--- config.mk ---
export PLATFORM = sky130hd
export DESIGN_NAME = lacs_top
export DESIGN_NICKNAME = d
export VERILOG_FILES = /design/src/hdl/lacs_pkg.sv /design/src/hdl/lacs_load_filter.sv /design/src/hdl/lacs_top.sv
export VERILOG_INCLUDE_DIRS = /design/src /design/src/hdl
export SDC_FILE = /design/constraint.sdc
export NUM_CORES = 1
export LEC_CHECK = 0
export BUFFER_PORTS_ARGS = -buffer_cell sky130_fd_sc_hd__buf_4
export CAP_MARGIN = 20
export CORE_UTILIZATION = 60
export CTS_CLUSTER_DIAMETER = 150
export CTS_CLUSTER_SIZE = 10
export DETAILED_ROUTE_END_ITERATION = 12
export PLACE_DENSITY = 0.83
export SKIP_LAST_GASP = 1
export SLEW_MARGIN = 20
export SYNTH_ARGS = -nofsm -noshare
export SYNTH_HDL_FRONTEND = slang
export SYNTH_SLANG_ARGS = --single-unit
--- constraint.sdc ---
create_clock -name clk_i -period 9.28 [get_ports clk_i]
set_clock_uncertainty 0.1 [all_clocks]
set_input_delay 1.392 -clock clk_i [delete_from_list [all_inputs] [get_ports clk_i]]
set_output_delay 1.392 -clock clk_i [all_outputs]
set_load 0.005 [all_outputs]
--- src/hdl/lacs_consts.svh ---
// Constants for the load-adaptive current scaler: offsets, field positions,
// reset values and widths. Included by the package and the design files.
`ifndef LACS_CONSTS_SVH
`define LACS_CONSTS_SVH

`define LACS_LOAD_W 10
`define LACS_SCALE_W 5
`define LACS_COIL_W 8
`define LACS_THR_SHIFT 5
`define LACS_FILT_DEPTH 4
`define LACS_FILT_SHIFT 2

// Register byte offsets
`define LACS_OFF_CTRL 8'h00
`define LACS_OFF_STATUS 8'h04
`define LACS_OFF_IRQ_STAT 8'h08
`define LACS_OFF_IRQ_CLR 8'h0c
`define LACS_OFF_IRQ_EN 8'h10

// Control register fields (low bit positions)
`define LACS_F_LOWER_THR 0
`define LACS_F_UPPER_WIN 4
`define LACS_F_INC_SEL 8
`define LACS_F_DEC_SEL 10
`define LACS_F_MIN_CUR 12
`define LACS_F_FILT_EN 13
`define LACS_F_CUR_SCALE 16
`define LACS_F_SENS_THR 24

// Status register fields
`define LACS_F_ST_LOAD 0
`define LACS_F_ST_SCALE 16
`define LACS_F_ST_STALL 24

// Reset values and the interrupt width
`define LACS_CTRL_RST 32'h001f_0000
`define LACS_LOAD_RST 10'h3ff
`define LACS_SCALE_RST 5'h1f
`define LACS_IRQ_W 4

`endif

--- src/hdl/lacs_pkg.sv ---
// Types shared by the load-adaptive current scaler files.
// Assumes lacs_consts.svh is on the include path.
`include "lacs_consts.svh"

package lacs_pkg;

  typedef logic [`LACS_COIL_W-1:0] lacs_coil_t;

  typedef struct packed {
    logic [6:0] sens_thr;
    logic [4:0] cur_scale;
    logic filt_en;
    logic min_cur_sel;
    logic [1:0] dec_sel;
    logic [1:0] inc_sel;
    logic [3:0] upper_win;
    logic [3:0] lower_thr;
  } lacs_cfg_t;

  typedef struct packed {
    logic scale_dn;
    logic scale_up;
    logic new_load;
    logic stall;
  } lacs_irq_t;

endpackage : lacs_pkg

--- src/hdl/lacs_load_filter.sv ---
// Per-full-step load sampler with optional four-sample averaging.
// Assumes step_i is a one-cycle pulse per full step with meas_i valid then.
`timescale 1ns/1ps
`include "lacs_consts.svh"

module lacs_load_filter #(
  parameter int LOAD_W = `LACS_LOAD_W
) (
  input wire logic clk_i,
  input wire logic rst_i,
  input wire logic step_i,
  input wire logic [LOAD_W-1:0] meas_i,
  input wire logic filt_en_i,
  output logic [LOAD_W-1:0] res_o,
  output logic res_valid_o
);
  import lacs_pkg::*;

  localparam int SUM_W = LOAD_W + `LACS_FILT_SHIFT;

  logic [SUM_W-1:0] sum_q, sum_d, sum_n;
  logic [1:0] cnt_q, cnt_d;
  logic [LOAD_W-1:0] res_q, res_d;
  logic valid_q, valid_d;

  if (LOAD_W < 1 || LOAD_W > 16) begin : g_chk
    $error("lacs_load_filter: LOAD_W out of range");
  end

  always_comb
  begin
    sum_n = sum_q + SUM_W'(meas_i);
    sum_d = sum_q;
    cnt_d = cnt_q;
    res_d = res_q;
    valid_d = 1'b0;
    if (!filt_en_i)
    begin
      // Restart the average so a later enable sees four fresh samples
      sum_d = '0;
      cnt_d = 2'd0;
      if (step_i)
      begin
        res_d = meas_i; // RULE2
        valid_d = 1'b1; // RULE1
      end
    end
    else if (step_i)
    begin
      if (cnt_q == 2'd3)
      begin
        res_d = sum_n[SUM_W-1:`LACS_FILT_SHIFT]; // RULE2
        valid_d = 1'b1; // RULE13
        sum_d = '0;
        cnt_d = 2'd0;
      end
      else
      begin
        sum_d = sum_n;
        cnt_d = cnt_q + 2'd1;
      end
    end
  end

  always_ff @(posedge clk_i)
  begin
    if (rst_i)
    begin
      sum_q <= '0;
      cnt_q <= 2'd0;
      res_q <= LOAD_W'(`LACS_LOAD_RST);
      valid_q <= 1'b0;
    end
    else
    begin
      sum_q <= sum_d;
      cnt_q <= cnt_d;
      res_q <= res_d;
      valid_q <= valid_d;
    end
  end

  assign res_o = res_q;
  assign res_valid_o = valid_q;
endmodule : lacs_load_filter

--- src/hdl/lacs_top.sv ---
// Load-adaptive current scaler: load sampling, stall flag, adaptive scale,
// coil scaling, classic Wishbone register slave and an interrupt.
// Assumes full_step_i pulses once per full step with load_meas_i valid then.
//
// Overview of operation
// RULE1: Load value refreshes once per full step and holds between steps.
// RULE2: Filter bit set averages four measurements; clear passes raw value.
// RULE3: Stall output high while the load value is zero.
// RULE4: Lower threshold is lower parameter times 32; below it current rises.
// RULE5: Upper threshold is (lower + window + 1) times 32; at/above counts down.
// RULE6: Each below-lower result raises scale by 1, 2, 4 or 8.
// RULE7: Scale drops by one after 32, 8, 2 or 1 at/above-upper results.
// RULE8: Scale floor is quarter of current scale if minimum bit set, else half.
// RULE9: Both coil values scaled by 5-bit scale, meaning 1/32 to 32/32.
// RULE10: Adaptive scale in use is readable as a 5-bit status, biased by one.
// RULE11: Adaptive scale saturates between floor and programmed current scale.
// RULE12: Load value is 10-bit unsigned; zero means highest load.
// RULE13: With filter on, one result per four full steps.
// RULE14: Host programs a 7-bit signed sensitivity threshold.
// RULE15: Upper-count clears after each decrement and on any lower result.
// RULE16: Comparisons and scale change happen the cycle after a new result.
`timescale 1ns/1ps
`include "lacs_consts.svh"

module lacs_top #(
  parameter int COIL_W = `LACS_COIL_W
) (
  input wire logic clk_i,
  input wire logic rst_i,
  input wire logic cyc_i,
  input wire logic stb_i,
  input wire logic we_i,
  input wire logic [7:0] adr_i,
  input wire logic [3:0] sel_i,
  input wire logic [31:0] dat_i,
  output logic [31:0] dat_o,
  output logic ack_o,
  input wire logic full_step_i,
  input wire logic [`LACS_LOAD_W-1:0] load_meas_i,
  input wire lacs_pkg::lacs_coil_t [1:0] coil_i,
  output lacs_pkg::lacs_coil_t [1:0] coil_o,
  output logic [6:0] sensitivity_threshold_o,
  output logic stall_output_o,
  output logic irq_o
);
  import lacs_pkg::*;

  localparam int LW = `LACS_LOAD_W;
  localparam int SW = `LACS_SCALE_W;

  if (COIL_W != $bits(lacs_coil_t)) begin : g_chk
    $error("lacs_top: COIL_W must match lacs_coil_t");
  end

  function automatic logic [SW:0] inc_step(input logic [1:0] sel);
    inc_step = (SW+1)'(1) << sel;
  endfunction : inc_step

  function automatic logic [5:0] dec_count(input logic [1:0] sel);
    case (sel)
      2'd0: dec_count = 6'd32;
      2'd1: dec_count = 6'd8;
      2'd2: dec_count = 6'd2;
      default: dec_count = 6'd1;
    endcase
  endfunction : dec_count

  // Bus slave state
  logic ack_q, ack_d;
  logic [31:0] rdat_q, rdat_d;
  logic [31:0] ctrl_q, ctrl_d;
  logic [`LACS_IRQ_W-1:0] ist_q, ist_d, ien_q, ien_d;
  logic irq_q, irq_d;
  logic req, wr_go, ctrl_wr;

  // Datapath state
  logic [LW-1:0] load_q, load_d;
  logic eval_q, eval_d;
  logic stall_q, stall_d;
  logic [SW-1:0] ascale_q, ascale_d;
  logic [5:0] dcnt_q, dcnt_d;
  lacs_coil_t [1:0] coil_q, coil_d;

  logic [LW-1:0] f_res;
  logic f_valid;
  lacs_cfg_t cfg;
  lacs_irq_t ev;
  logic [LW:0] lower_thr, upper_thr;
  logic below, at_upper;
  logic [SW:0] cs_real, min_real;
  logic [SW-1:0] min_scale;
  logic [SW+1:0] ascale_work;

  lacs_load_filter #(
    .LOAD_W(LW)
  ) u_filter (
    .clk_i(clk_i),
    .rst_i(rst_i),
    .step_i(full_step_i),
    .meas_i(load_meas_i),
    .filt_en_i(cfg.filt_en),
    .res_o(f_res),
    .res_valid_o(f_valid)
  );

  always_comb
  begin
    cfg.lower_thr = ctrl_q[`LACS_F_LOWER_THR +: 4];
    cfg.upper_win = ctrl_q[`LACS_F_UPPER_WIN +: 4];
    cfg.inc_sel = ctrl_q[`LACS_F_INC_SEL +: 2];
    cfg.dec_sel = ctrl_q[`LACS_F_DEC_SEL +: 2];
    cfg.min_cur_sel = ctrl_q[`LACS_F_MIN_CUR];
    cfg.filt_en = ctrl_q[`LACS_F_FILT_EN];
    cfg.cur_scale = ctrl_q[`LACS_F_CUR_SCALE +: SW];
    cfg.sens_thr = ctrl_q[`LACS_F_SENS_THR +: 7]; // RULE14
  end

  // Thresholds and floor
  always_comb
  begin
    lower_thr = (LW+1)'(cfg.lower_thr) << `LACS_THR_SHIFT; // RULE4
    upper_thr = ((LW+1)'(cfg.lower_thr) + (LW+1)'(cfg.upper_win) + (LW+1)'(1)) << `LACS_THR_SHIFT; // RULE5
    below = {1'b0, load_q} < lower_thr; // RULE4
    at_upper = {1'b0, load_q} >= upper_thr; // RULE5
    cs_real = (SW+1)'(cfg.cur_scale) + (SW+1)'(1);
    // Floor on the true fraction, then back to the biased code
    min_real = cfg.min_cur_sel ? (cs_real >> 2) : (cs_real >> 1); // RULE8
    min_scale = (min_real == '0) ? '0 : SW'(min_real - (SW+1)'(1));
  end

  // Load, stall and adaptive scale
  always_comb
  begin
    load_d = load_q;
    eval_d = f_valid; // RULE16
    if (f_valid)
    begin
      load_d = f_res; // RULE1 RULE12
    end
    stall_d = (load_d == '0); // RULE3
    dcnt_d = dcnt_q;
    ascale_work = (SW+2)'(ascale_q);
    if (eval_q)
    begin
      if (below)
      begin
        ascale_work = (SW+2)'(ascale_q) + (SW+2)'(inc_step(cfg.inc_sel)); // RULE6
      end
      if (!at_upper)
      begin
        dcnt_d = 6'd0; // RULE15
      end
      else if (dcnt_q + 6'd1 >= dec_count(cfg.dec_sel))
      begin
        dcnt_d = 6'd0; // RULE15
        ascale_work = (ascale_q == '0) ? '0 : (SW+2)'(ascale_q) - (SW+2)'(1); // RULE7
      end
      else
      begin
        dcnt_d = dcnt_q + 6'd1; // RULE7
      end
    end
    // Clamping every cycle also tracks a rewritten current scale
    if (ascale_work > (SW+2)'(cfg.cur_scale))
    begin
      ascale_d = cfg.cur_scale; // RULE11 RULE9
    end
    else if (ascale_work < (SW+2)'(min_scale))
    begin
      ascale_d = min_scale; // RULE8 RULE11
    end
    else
    begin
      ascale_d = ascale_work[SW-1:0];
    end
  end

  // Coil scaling by the scale in use
  for (genvar i = 0; i < 2; i++) begin : g_coil
    logic [COIL_W+SW:0] prod;
    assign prod = coil_i[i] * ((SW+1)'(ascale_q) + (SW+1)'(1)); // RULE9
    assign coil_d[i] = prod[SW +: COIL_W];
  end

  // Bus: ack one cycle after the request, write at the ack edge
  always_comb
  begin
    req = cyc_i && stb_i;
    wr_go = req && we_i && ack_q;
    ctrl_wr = wr_go && (adr_i == `LACS_OFF_CTRL);
    ack_d = req && !ack_q;
    rdat_d = '0;
    case (adr_i)
      `LACS_OFF_CTRL: rdat_d = ctrl_q;
      `LACS_OFF_STATUS:
      begin
        rdat_d[`LACS_F_ST_LOAD +: LW] = load_q;
        rdat_d[`LACS_F_ST_SCALE +: SW] = ascale_q; // RULE10
        rdat_d[`LACS_F_ST_STALL] = stall_q;
      end
      `LACS_OFF_IRQ_STAT: rdat_d[`LACS_IRQ_W-1:0] = ist_q;
      `LACS_OFF_IRQ_EN: rdat_d[`LACS_IRQ_W-1:0] = ien_q;
      default: rdat_d = '0;
    endcase
    if (!req || ack_q || we_i)
    begin
      rdat_d = '0;
    end
    ctrl_d = ctrl_q;
    ien_d = ien_q;
    if (ctrl_wr)
    begin
      for (int b = 0; b < 4; b++)
      begin
        if (sel_i[b])
        begin
          ctrl_d[b*8 +: 8] = dat_i[b*8 +: 8];
        end
      end
    end
    if (wr_go && adr_i == `LACS_OFF_IRQ_EN && sel_i[0])
    begin
      ien_d = dat_i[`LACS_IRQ_W-1:0];
    end
    ev.stall = stall_d && !stall_q;
    ev.new_load = eval_q;
    ev.scale_up = ascale_d > ascale_q;
    ev.scale_dn = ascale_d < ascale_q;
    ist_d = ist_q;
    if (wr_go && adr_i == `LACS_OFF_IRQ_CLR && sel_i[0])
    begin
      ist_d = ist_q & ~dat_i[`LACS_IRQ_W-1:0];
    end
    // Set after clear so a same-cycle event is kept
    ist_d = ist_d | ev;
    irq_d = |(ist_q & ien_q);
  end

  always_ff @(posedge clk_i)
  begin
    if (rst_i)
    begin
      ack_q <= 1'b0;
      rdat_q <= '0;
      ctrl_q <= `LACS_CTRL_RST;
      ist_q <= '0;
      ien_q <= '0;
      irq_q <= 1'b0;
      load_q <= `LACS_LOAD_RST;
      eval_q <= 1'b0;
      stall_q <= 1'b0;
      ascale_q <= `LACS_SCALE_RST;
      dcnt_q <= 6'd0;
      coil_q <= '0;
    end
    else
    begin
      ack_q <= ack_d;
      rdat_q <= rdat_d;
      ctrl_q <= ctrl_d;
      ist_q <= ist_d;
      ien_q <= ien_d;
      irq_q <= irq_d;
      load_q <= load_d;
      eval_q <= eval_d;
      stall_q <= stall_d;
      ascale_q <= ascale_d;
      dcnt_q <= dcnt_d;
      coil_q <= coil_d;
    end
  end

  assign ack_o = ack_q;
  assign dat_o = rdat_q;
  assign coil_o = coil_q;
  assign sensitivity_threshold_o = ctrl_q[`LACS_F_SENS_THR +: 7];
  assign stall_output_o = stall_q;
  assign irq_o = irq_q;
endmodule : lacs_top
# Word-level counts from Yosys, hierarchy flattened
# Cells that the tools add are included.
[word_totals]
ff_bits = 138
latch_bits = 0
ram_bits = 0
mem_bits_ro = 0
memories = 0
[op_classes]
add_sub_neg = 10
n_mul = 2
div = 0
order_cmp = 7
eq_ne = 8
n_shift = 1
mux = 30
bitwise_logic = 6
n_reduce_logical = 29
[ops]
columns = ["cell", "count"]
rows = [
  ["10-bit two-way mux", 5],
  ["7-bit two-way mux", 5],
  ["6-bit two-way mux", 4],
  ["5-bit two-way mux", 4],
  ["5-bit by 1-bit adder with 6-bit output, second input constant", 3],
  ["6-bit one-hot mux with 3 select lines", 1],
  ["8-bit by 4-bit == test with 1-bit output, second input constant", 2],
  ["4-bit one-hot mux with 4 select lines", 1],
  ["8-bit by 14-bit multiplier with 13-bit output", 1],
  ["8-bit by 6-bit multiplier with 13-bit output", 1],
  ["12-bit by 10-bit adder with 12-bit output", 1],
  ["12-bit two-way mux", 1],
  ["6-bit one-hot mux with 2 select lines", 1],
  ["10-bit by 11-bit greater-or-equal comparator with 1-bit output", 1],
  ["1-bit logical AND", 10],
  ["10-bit logical NOT", 1],
  ["10-bit by 9-bit less-than comparator with 1-bit output", 1],
  ["5-bit one-hot mux with 2 select lines", 1],
  ["2-bit AND reduction", 5],
  ["4-bit AND", 2],
  ["8-bit by 3-bit == test with 1-bit output, second input constant", 1],
  ["8-bit by 5-bit == test with 1-bit output, second input constant", 1],
  ["8-bit logical NOT", 1],
  ["5-bit by 6-bit adder with 7-bit output", 1],
  ["other kinds (29)", 38],
]

# Logic depth before layout (Yosys ltp)
[logic_depth]
depth_word = 14
mapped_depth = 30

# Modules after synthesis
# A second synthesis with hierarchy kept.
[hier_totals]
cells_unflattened = 1166
hier_area_um2 = 9857.0
[by_module_without_submodules]
columns = ["module", "n_inst", "cells_per_inst", "area_per_inst_um2", "seq_area_each_um2"]
rows = [
  ["lacs_top", 1, 938, 8013.9, 2262.2],
  ["lacs_load_filter", 1, 228, 1843.0, 500.5],
]

# Worst setup path after synthesis
# Ideal clock, no wire load.
[synth_timing]
path_type = "flip-flop to flip-flop"
startpoint = "reg ctrl_q[0]"
endpoint = "reg ist_q[2]"
setup_ns = 0.132
arrival_time_ns = 5.334
slack_ns = 3.714
stages_incl_launch_ff = 30
path_buffers = 0
synth_period_minus_slack_ns = 5.566
cell_sequence = "dfxtp_1 -> inv_1 -> ha_1 -> inv_1 -> fa_1 -> inv_1 -> ha_1 -> nor4bb_1 -> a221oi_1 -> o21a_1 -> nor2_1 -> mux2i_1 -> a22o_1 -> ha_1 -> a21o_1 -> a21o_1 -> a21oi_1 -> nand4_1 -> a21oi_1 -> a41o_4 -> mux2i_1 -> o21ai_1 -> ha_1 -> nor2b_1 -> o21a_1 -> o21a_1 -> o21ai_0 -> nand2b_1 -> o21ai_0 -> a21oi_1"
[synth_between]
elab_chain_cells = 10
word_cells_on_any_way = 14
classes_between = "add/sub (2); order compare (5); mux (6); bitwise (1)"
[synth_lines]
columns = ["element", "line_no", "rtl"]
rows = [
  ["start: declaration", "lacs_top.sv:71", "logic [31:0] ctrl_q, ctrl_d;"],
  ["start signal: assignment", "lacs_top.sv:245", "ctrl_q <= `LACS_CTRL_RST;"],
  ["start signal: assignment", "lacs_top.sv:260", "ctrl_q <= ctrl_d;"],
  ["4-bit by 4-bit adder with 5-bit output or 10-bit by 9-bit less-than comparator with 1-bit output (tied branches)", "lacs_top.sv:122, lacs_top.sv:123", ""],
  ["5-bit by 1-bit adder with 6-bit output or 7-bit two-way mux (tied branches)", "lacs_top.sv:122, lacs_top.sv:145", ""],
  ["10-bit by 11-bit greater-or-equal comparator with 1-bit output or 7-bit two-way mux (tied branches)", "lacs_top.sv:124, lacs_top.sv:153", ""],
  ["7-bit two-way mux (*)", "lacs_top.sv:149", "if (!at_upper)"],
  ["7-bit two-way mux (*)", "lacs_top.sv:143", "if (eval_q)"],
  ["7-bit by 5-bit less-than comparator with 1-bit output", "lacs_top.sv:168", "else if (ascale_work < (SW+2)'(min_scale))"],
  ["5-bit two-way mux", "lacs_top.sv:168", ""],
  ["5-bit two-way mux (*)", "lacs_top.sv:164", "if (ascale_work > (SW+2)'(cfg.cur_scale))"],
  ["named net ascale_d[1]", "lacs_top.sv:80", "logic [SW-1:0] ascale_q, ascale_d;"],
  ["5-bit greater-than comparator (*)", "lacs_top.sv:227", "ev.scale_up = ascale_d > ascale_q;"],
  ["4-bit bitwise OR (*)", "lacs_top.sv:235", "ist_d = ist_d | ev;"],
  ["end signal: assignment", "lacs_top.sv:261", "ist_q <= ist_d;"],
  ["end: declaration", "lacs_top.sv:72", "logic [`LACS_IRQ_W-1:0] ist_q, ist_d, ien_q, ien_d;"],
]
# The timed path passes the listed nets; every way through them passes the cells marked *.
# A chain may end at the register's enable or synchronous reset.

# Worst setup path after layout
# Same ends and word-level chain as after synthesis.

==> impl_metrics.sql <==
INSERT INTO impl_metrics (metric_group, metric, value, unit) VALUES
('sta', 'rsz0062_at_grt', 'false', ''),
('floorplanning', 'fp-row-count', '45', ''),
('global_routing', 'gr-usage-all-layers', '28.9', '%'),
('sta', 'tightestPinTransition', '943', 'ps'),
('synth', 'post_synthesis_sequential_area_ratio', '29.2', '%'),
('final_layout', 'final_cell_area', '11200', 'µm²'),
('placement', 'buffer_ports.inserted', '133', ''),
('global_routing', 'pin_count_of_the_biggest_net_entering_global_routing', '71', ''),
('pwr', 'design_power_total', '0.00320', 'W'),
('flow_run', 'maxCapViolCount', '0', ''),
('synth', 'post_synth_main_area_contributors', 'sky130_fd_sc_hd__dfxtp_1 29%, sky130_fd_sc_hd__ha_1 11%, sky130_fd_sc_hd__fa_1 10%, sky130_fd_sc_hd__mux2i_1 6.4%, sky130_fd_sc_hd__nand2_1 4.6%', ''),
('floorplanning', 'placeable_core_region', '15300', 'µm²'),
('placement', 'detailed_place_hpwl', '16.4', 'mm'),
('global_routing', 'initial_antenna_violation_count', '0', ''),
('synth', 'synth_enable_flop_cells', '0', ''),
('clock_network', 'clk_latency', '420', 'ps'),
('setup_path', 'start_kind', 'flip-flop', ''),
('routing', 'post-route-drc-count', '0', ''),
('setup_path', 'setup.worst_path.class', 'reg2reg', ''),
('sta', 'timing.max_slew.rel_slack', '36.9', '%'),
('clock_network', 'cts_tree', 'built', ''),
('synth', 'netlist.area_leader.share', '29.2', '%'),
('setup_path', 'timing.critical_path.arrival', '6350', 'ps'),
('synth', 'postSynthRegisterBits', '138', ''),
('floorplanning', 'die_w', '128', 'µm'),
('final_layout', 'nets', '1385', ''),
('floorplanning', 'floorplan.initialDensity', '61.7', '%'),
('sta', 'timing.setup.tns', '0', 'ps'),
('clock_network', 'number_of_clock_sinks', '138', ''),
('placement', 'dp.cells', '1366', ''),
('pwr', 'power.density', '287', 'nW/µm²'),
('placement', 'placement.cell_area', '10600', 'µm²'),
('sta', 'setup_viol', '0', ''),
('final_layout', 'area_delta_synth_final', '18.1', '%'),
('global_routing', 'globalRouteOverflowTotal', '0', ''),
('final_layout', 'layout.cells.most_common_list', '139 x sky130_fd_sc_hd__buf_4, 138 x sky130_fd_sc_hd__dfxtp_1, 117 x sky130_fd_sc_hd__nand2_1', ''),
('routing', 'first_pass_iters', '6', ''),
('clock_network', 'ctsHoldBuffers', '0', ''),
('final_layout', 'mostFrequentLayoutCell', 'sky130_fd_sc_hd__buf_4', ''),
('synth', 'synthDistinctLibCells', '70', ''),
('setup_path', 'slowest_stage', 'sky130_fd_sc_hd__a221oi_1', ''),
('routing', 'route.detailed.wl_per_inst', '15.7', 'µm'),
('routing', 'wl', '22.0', 'mm'),
('final_layout', 'n_antenna_cell', '0', ''),
('final_layout', 'finalNonFillerCells', '1398', ''),
('routing', 'total_number_of_vias', '7802', ''),
('routing', 'vias_per_cell', '5.58', ''),
('synth', 'yosysWarningCount', '0', ''),
('synth', 'synth.net_count', '1274', ''),
('setup_path', 'slowest_delay', '520', 'ps'),
('sta', 'clock.fmax', '162', 'MHz'),
('routing', 'ant_nets', '0', ''),
('clock_network', 'max-clock-path-buffers', '2', ''),
('sta', 'layout_worst_path_cycle_share', '66.5', '%'),
('sta', 'final_max_slew_viol_count', '0', ''),
('run_status', 'run_status', 'complete, no violations', ''),
('floorplanning', 'die_height', '128', 'µm'),
('synth', 'dominantRegCellSynth', 'sky130_fd_sc_hd__dfxtp_1', ''),
('synth', 'synth.cell_area', '9450', 'µm²'),
('setup_path', 'critical_path.top_delay_family', 'compound AO/OA/AOI/OAI gates', ''),
('synth', 'synth_top_cell_by_area', 'sky130_fd_sc_hd__dfxtp_1', ''),
('clock_network', 'cts.root.buffer_cell', 'sky130_fd_sc_hd__clkbuf_16', ''),
('synth', 'synth_async_sr_flop_share', '0', '%'),
('sta', 'finalWorstPathRequiredPeriod', '6170', 'ps'),
('setup_path', 'crit_buf_inv', '3', ''),
('setup_path', 'crit_path_max_fanout', '5', ''),
('synth', 'synthCells', '1063', ''),
('clock_network', 'clk_pin_slew_worst_paths', '70', 'ps'),
('floorplanning', 'die_area', '16300', 'µm²'),
('global_routing', 'grt_first_pass_wirelength', '37.2', 'mm'),
('min_path', 'holdCritPathClass', 'reg2reg', '');
-- Yosys cell counts, drive strengths merged (4+ instances only) --
cell,instances
buf,11
dfxtp,138
clkbuf,36
xor2,11
o211ai,9
o21ai,22
nor3,22
nor4,11
a21oi,43
o21a,15
nand2b,8
xnor2,26
a22o,13
inv,89
nand4,4
and3,9
or3,7
ha,86
or2,4
a21o,12
nand2,122
o311ai,4
nand3,17
mux2i,60
a211oi,6
nor2b,27
o22ai,5
mux2,5
and2,46
a22oi,8
fa,49
nor2,94
nor3b,4
-- layout make-up --
class / count / area share [%]
flip-flops and latches: 138 / 24.8
clock buffers: 17 / 3.81
repair buffers: 139 / 9.35
well taps: 211 / 2.37
inverters: 90 / 3.03
multi-input cells: 788 / 55.1
clock inverters: 15 / 1.61
-- flip-flops by register name, indices dropped and copies added, names as in the netlist --
register              cells
ack_o                     1
ascale_q                  5
coil_o                   16
ctrl_q                   32
dat_o                    32
dcnt_q                    6
eval_q                    1
ien_q                     4
irq_o                     1
ist_q                     4
load_q                   10
stall_output_o            1
u_filter.cnt_q            2
u_filter.res_o           10
u_filter.res_valid_o      1
u_filter.sum_q           12
-- cells by family (layout without fill, tap and decap cells) --
| family | Yosys count | in the layout | share of synthesized area (%) |
|---|---|---|---|
| xor+xnor | 37 | 37 | 3.51 |
| mux | 65 | 65 | 6.99 |
| simple gates | 382 | 382 | 20.0 |
| compound gates | 169 | 169 | 12.7 |
| flops | 138 | 138 | 29.2 |
| buf+inv | 137 | 261 | 5.76 |
| fa+ha+maj | 135 | 135 | 21.8 |
-- metrics by stage --
stage	hold slack, ps	setup slack (ps)	util [%]
2_1_floorplan	330	3710	-
3_3_place_gp	332	3300	68.9
3_5_place_dp	346	3160	68.9
4_1_cts	361	3130	72.9
5_1_grt	385	2620	72.9
6_report	361	3110	72.9
-- power breakdown --
group | switching, W | total, W | internal (W)
logic | 0.000993 | 0.00183 | 0.000834
registers | 0.0000383 | 0.000685 | 0.000647
clock network | 0.000286 | 0.000692 | 0.000405
-- per-layer routing --
layer | vias up | part of all wire (%) | global-route usage (%)
li1 | 3843 | - | -
met1 | 3714 | 44 | 36.2
met2 | 207 | 49 | 49.4
met3 | 38 | 5.7 | 5.78
met4 | 0 | 2.0 | 10.3
met5 | - | 0 | 0
-- worst paths after layout --
kind               from        end  slack (ps)  cells after the start
max           ctrl_q[0]   ist_q[2]        3110                     29
min          ctrl_q[31]  dat_o[31]         360                      1
max reg2reg   ctrl_q[0]   ist_q[2]        3110                     29
min reg2reg  ctrl_q[31]  dat_o[31]         360                      1
No activity file was read; power rests on OpenSTA's default activity.
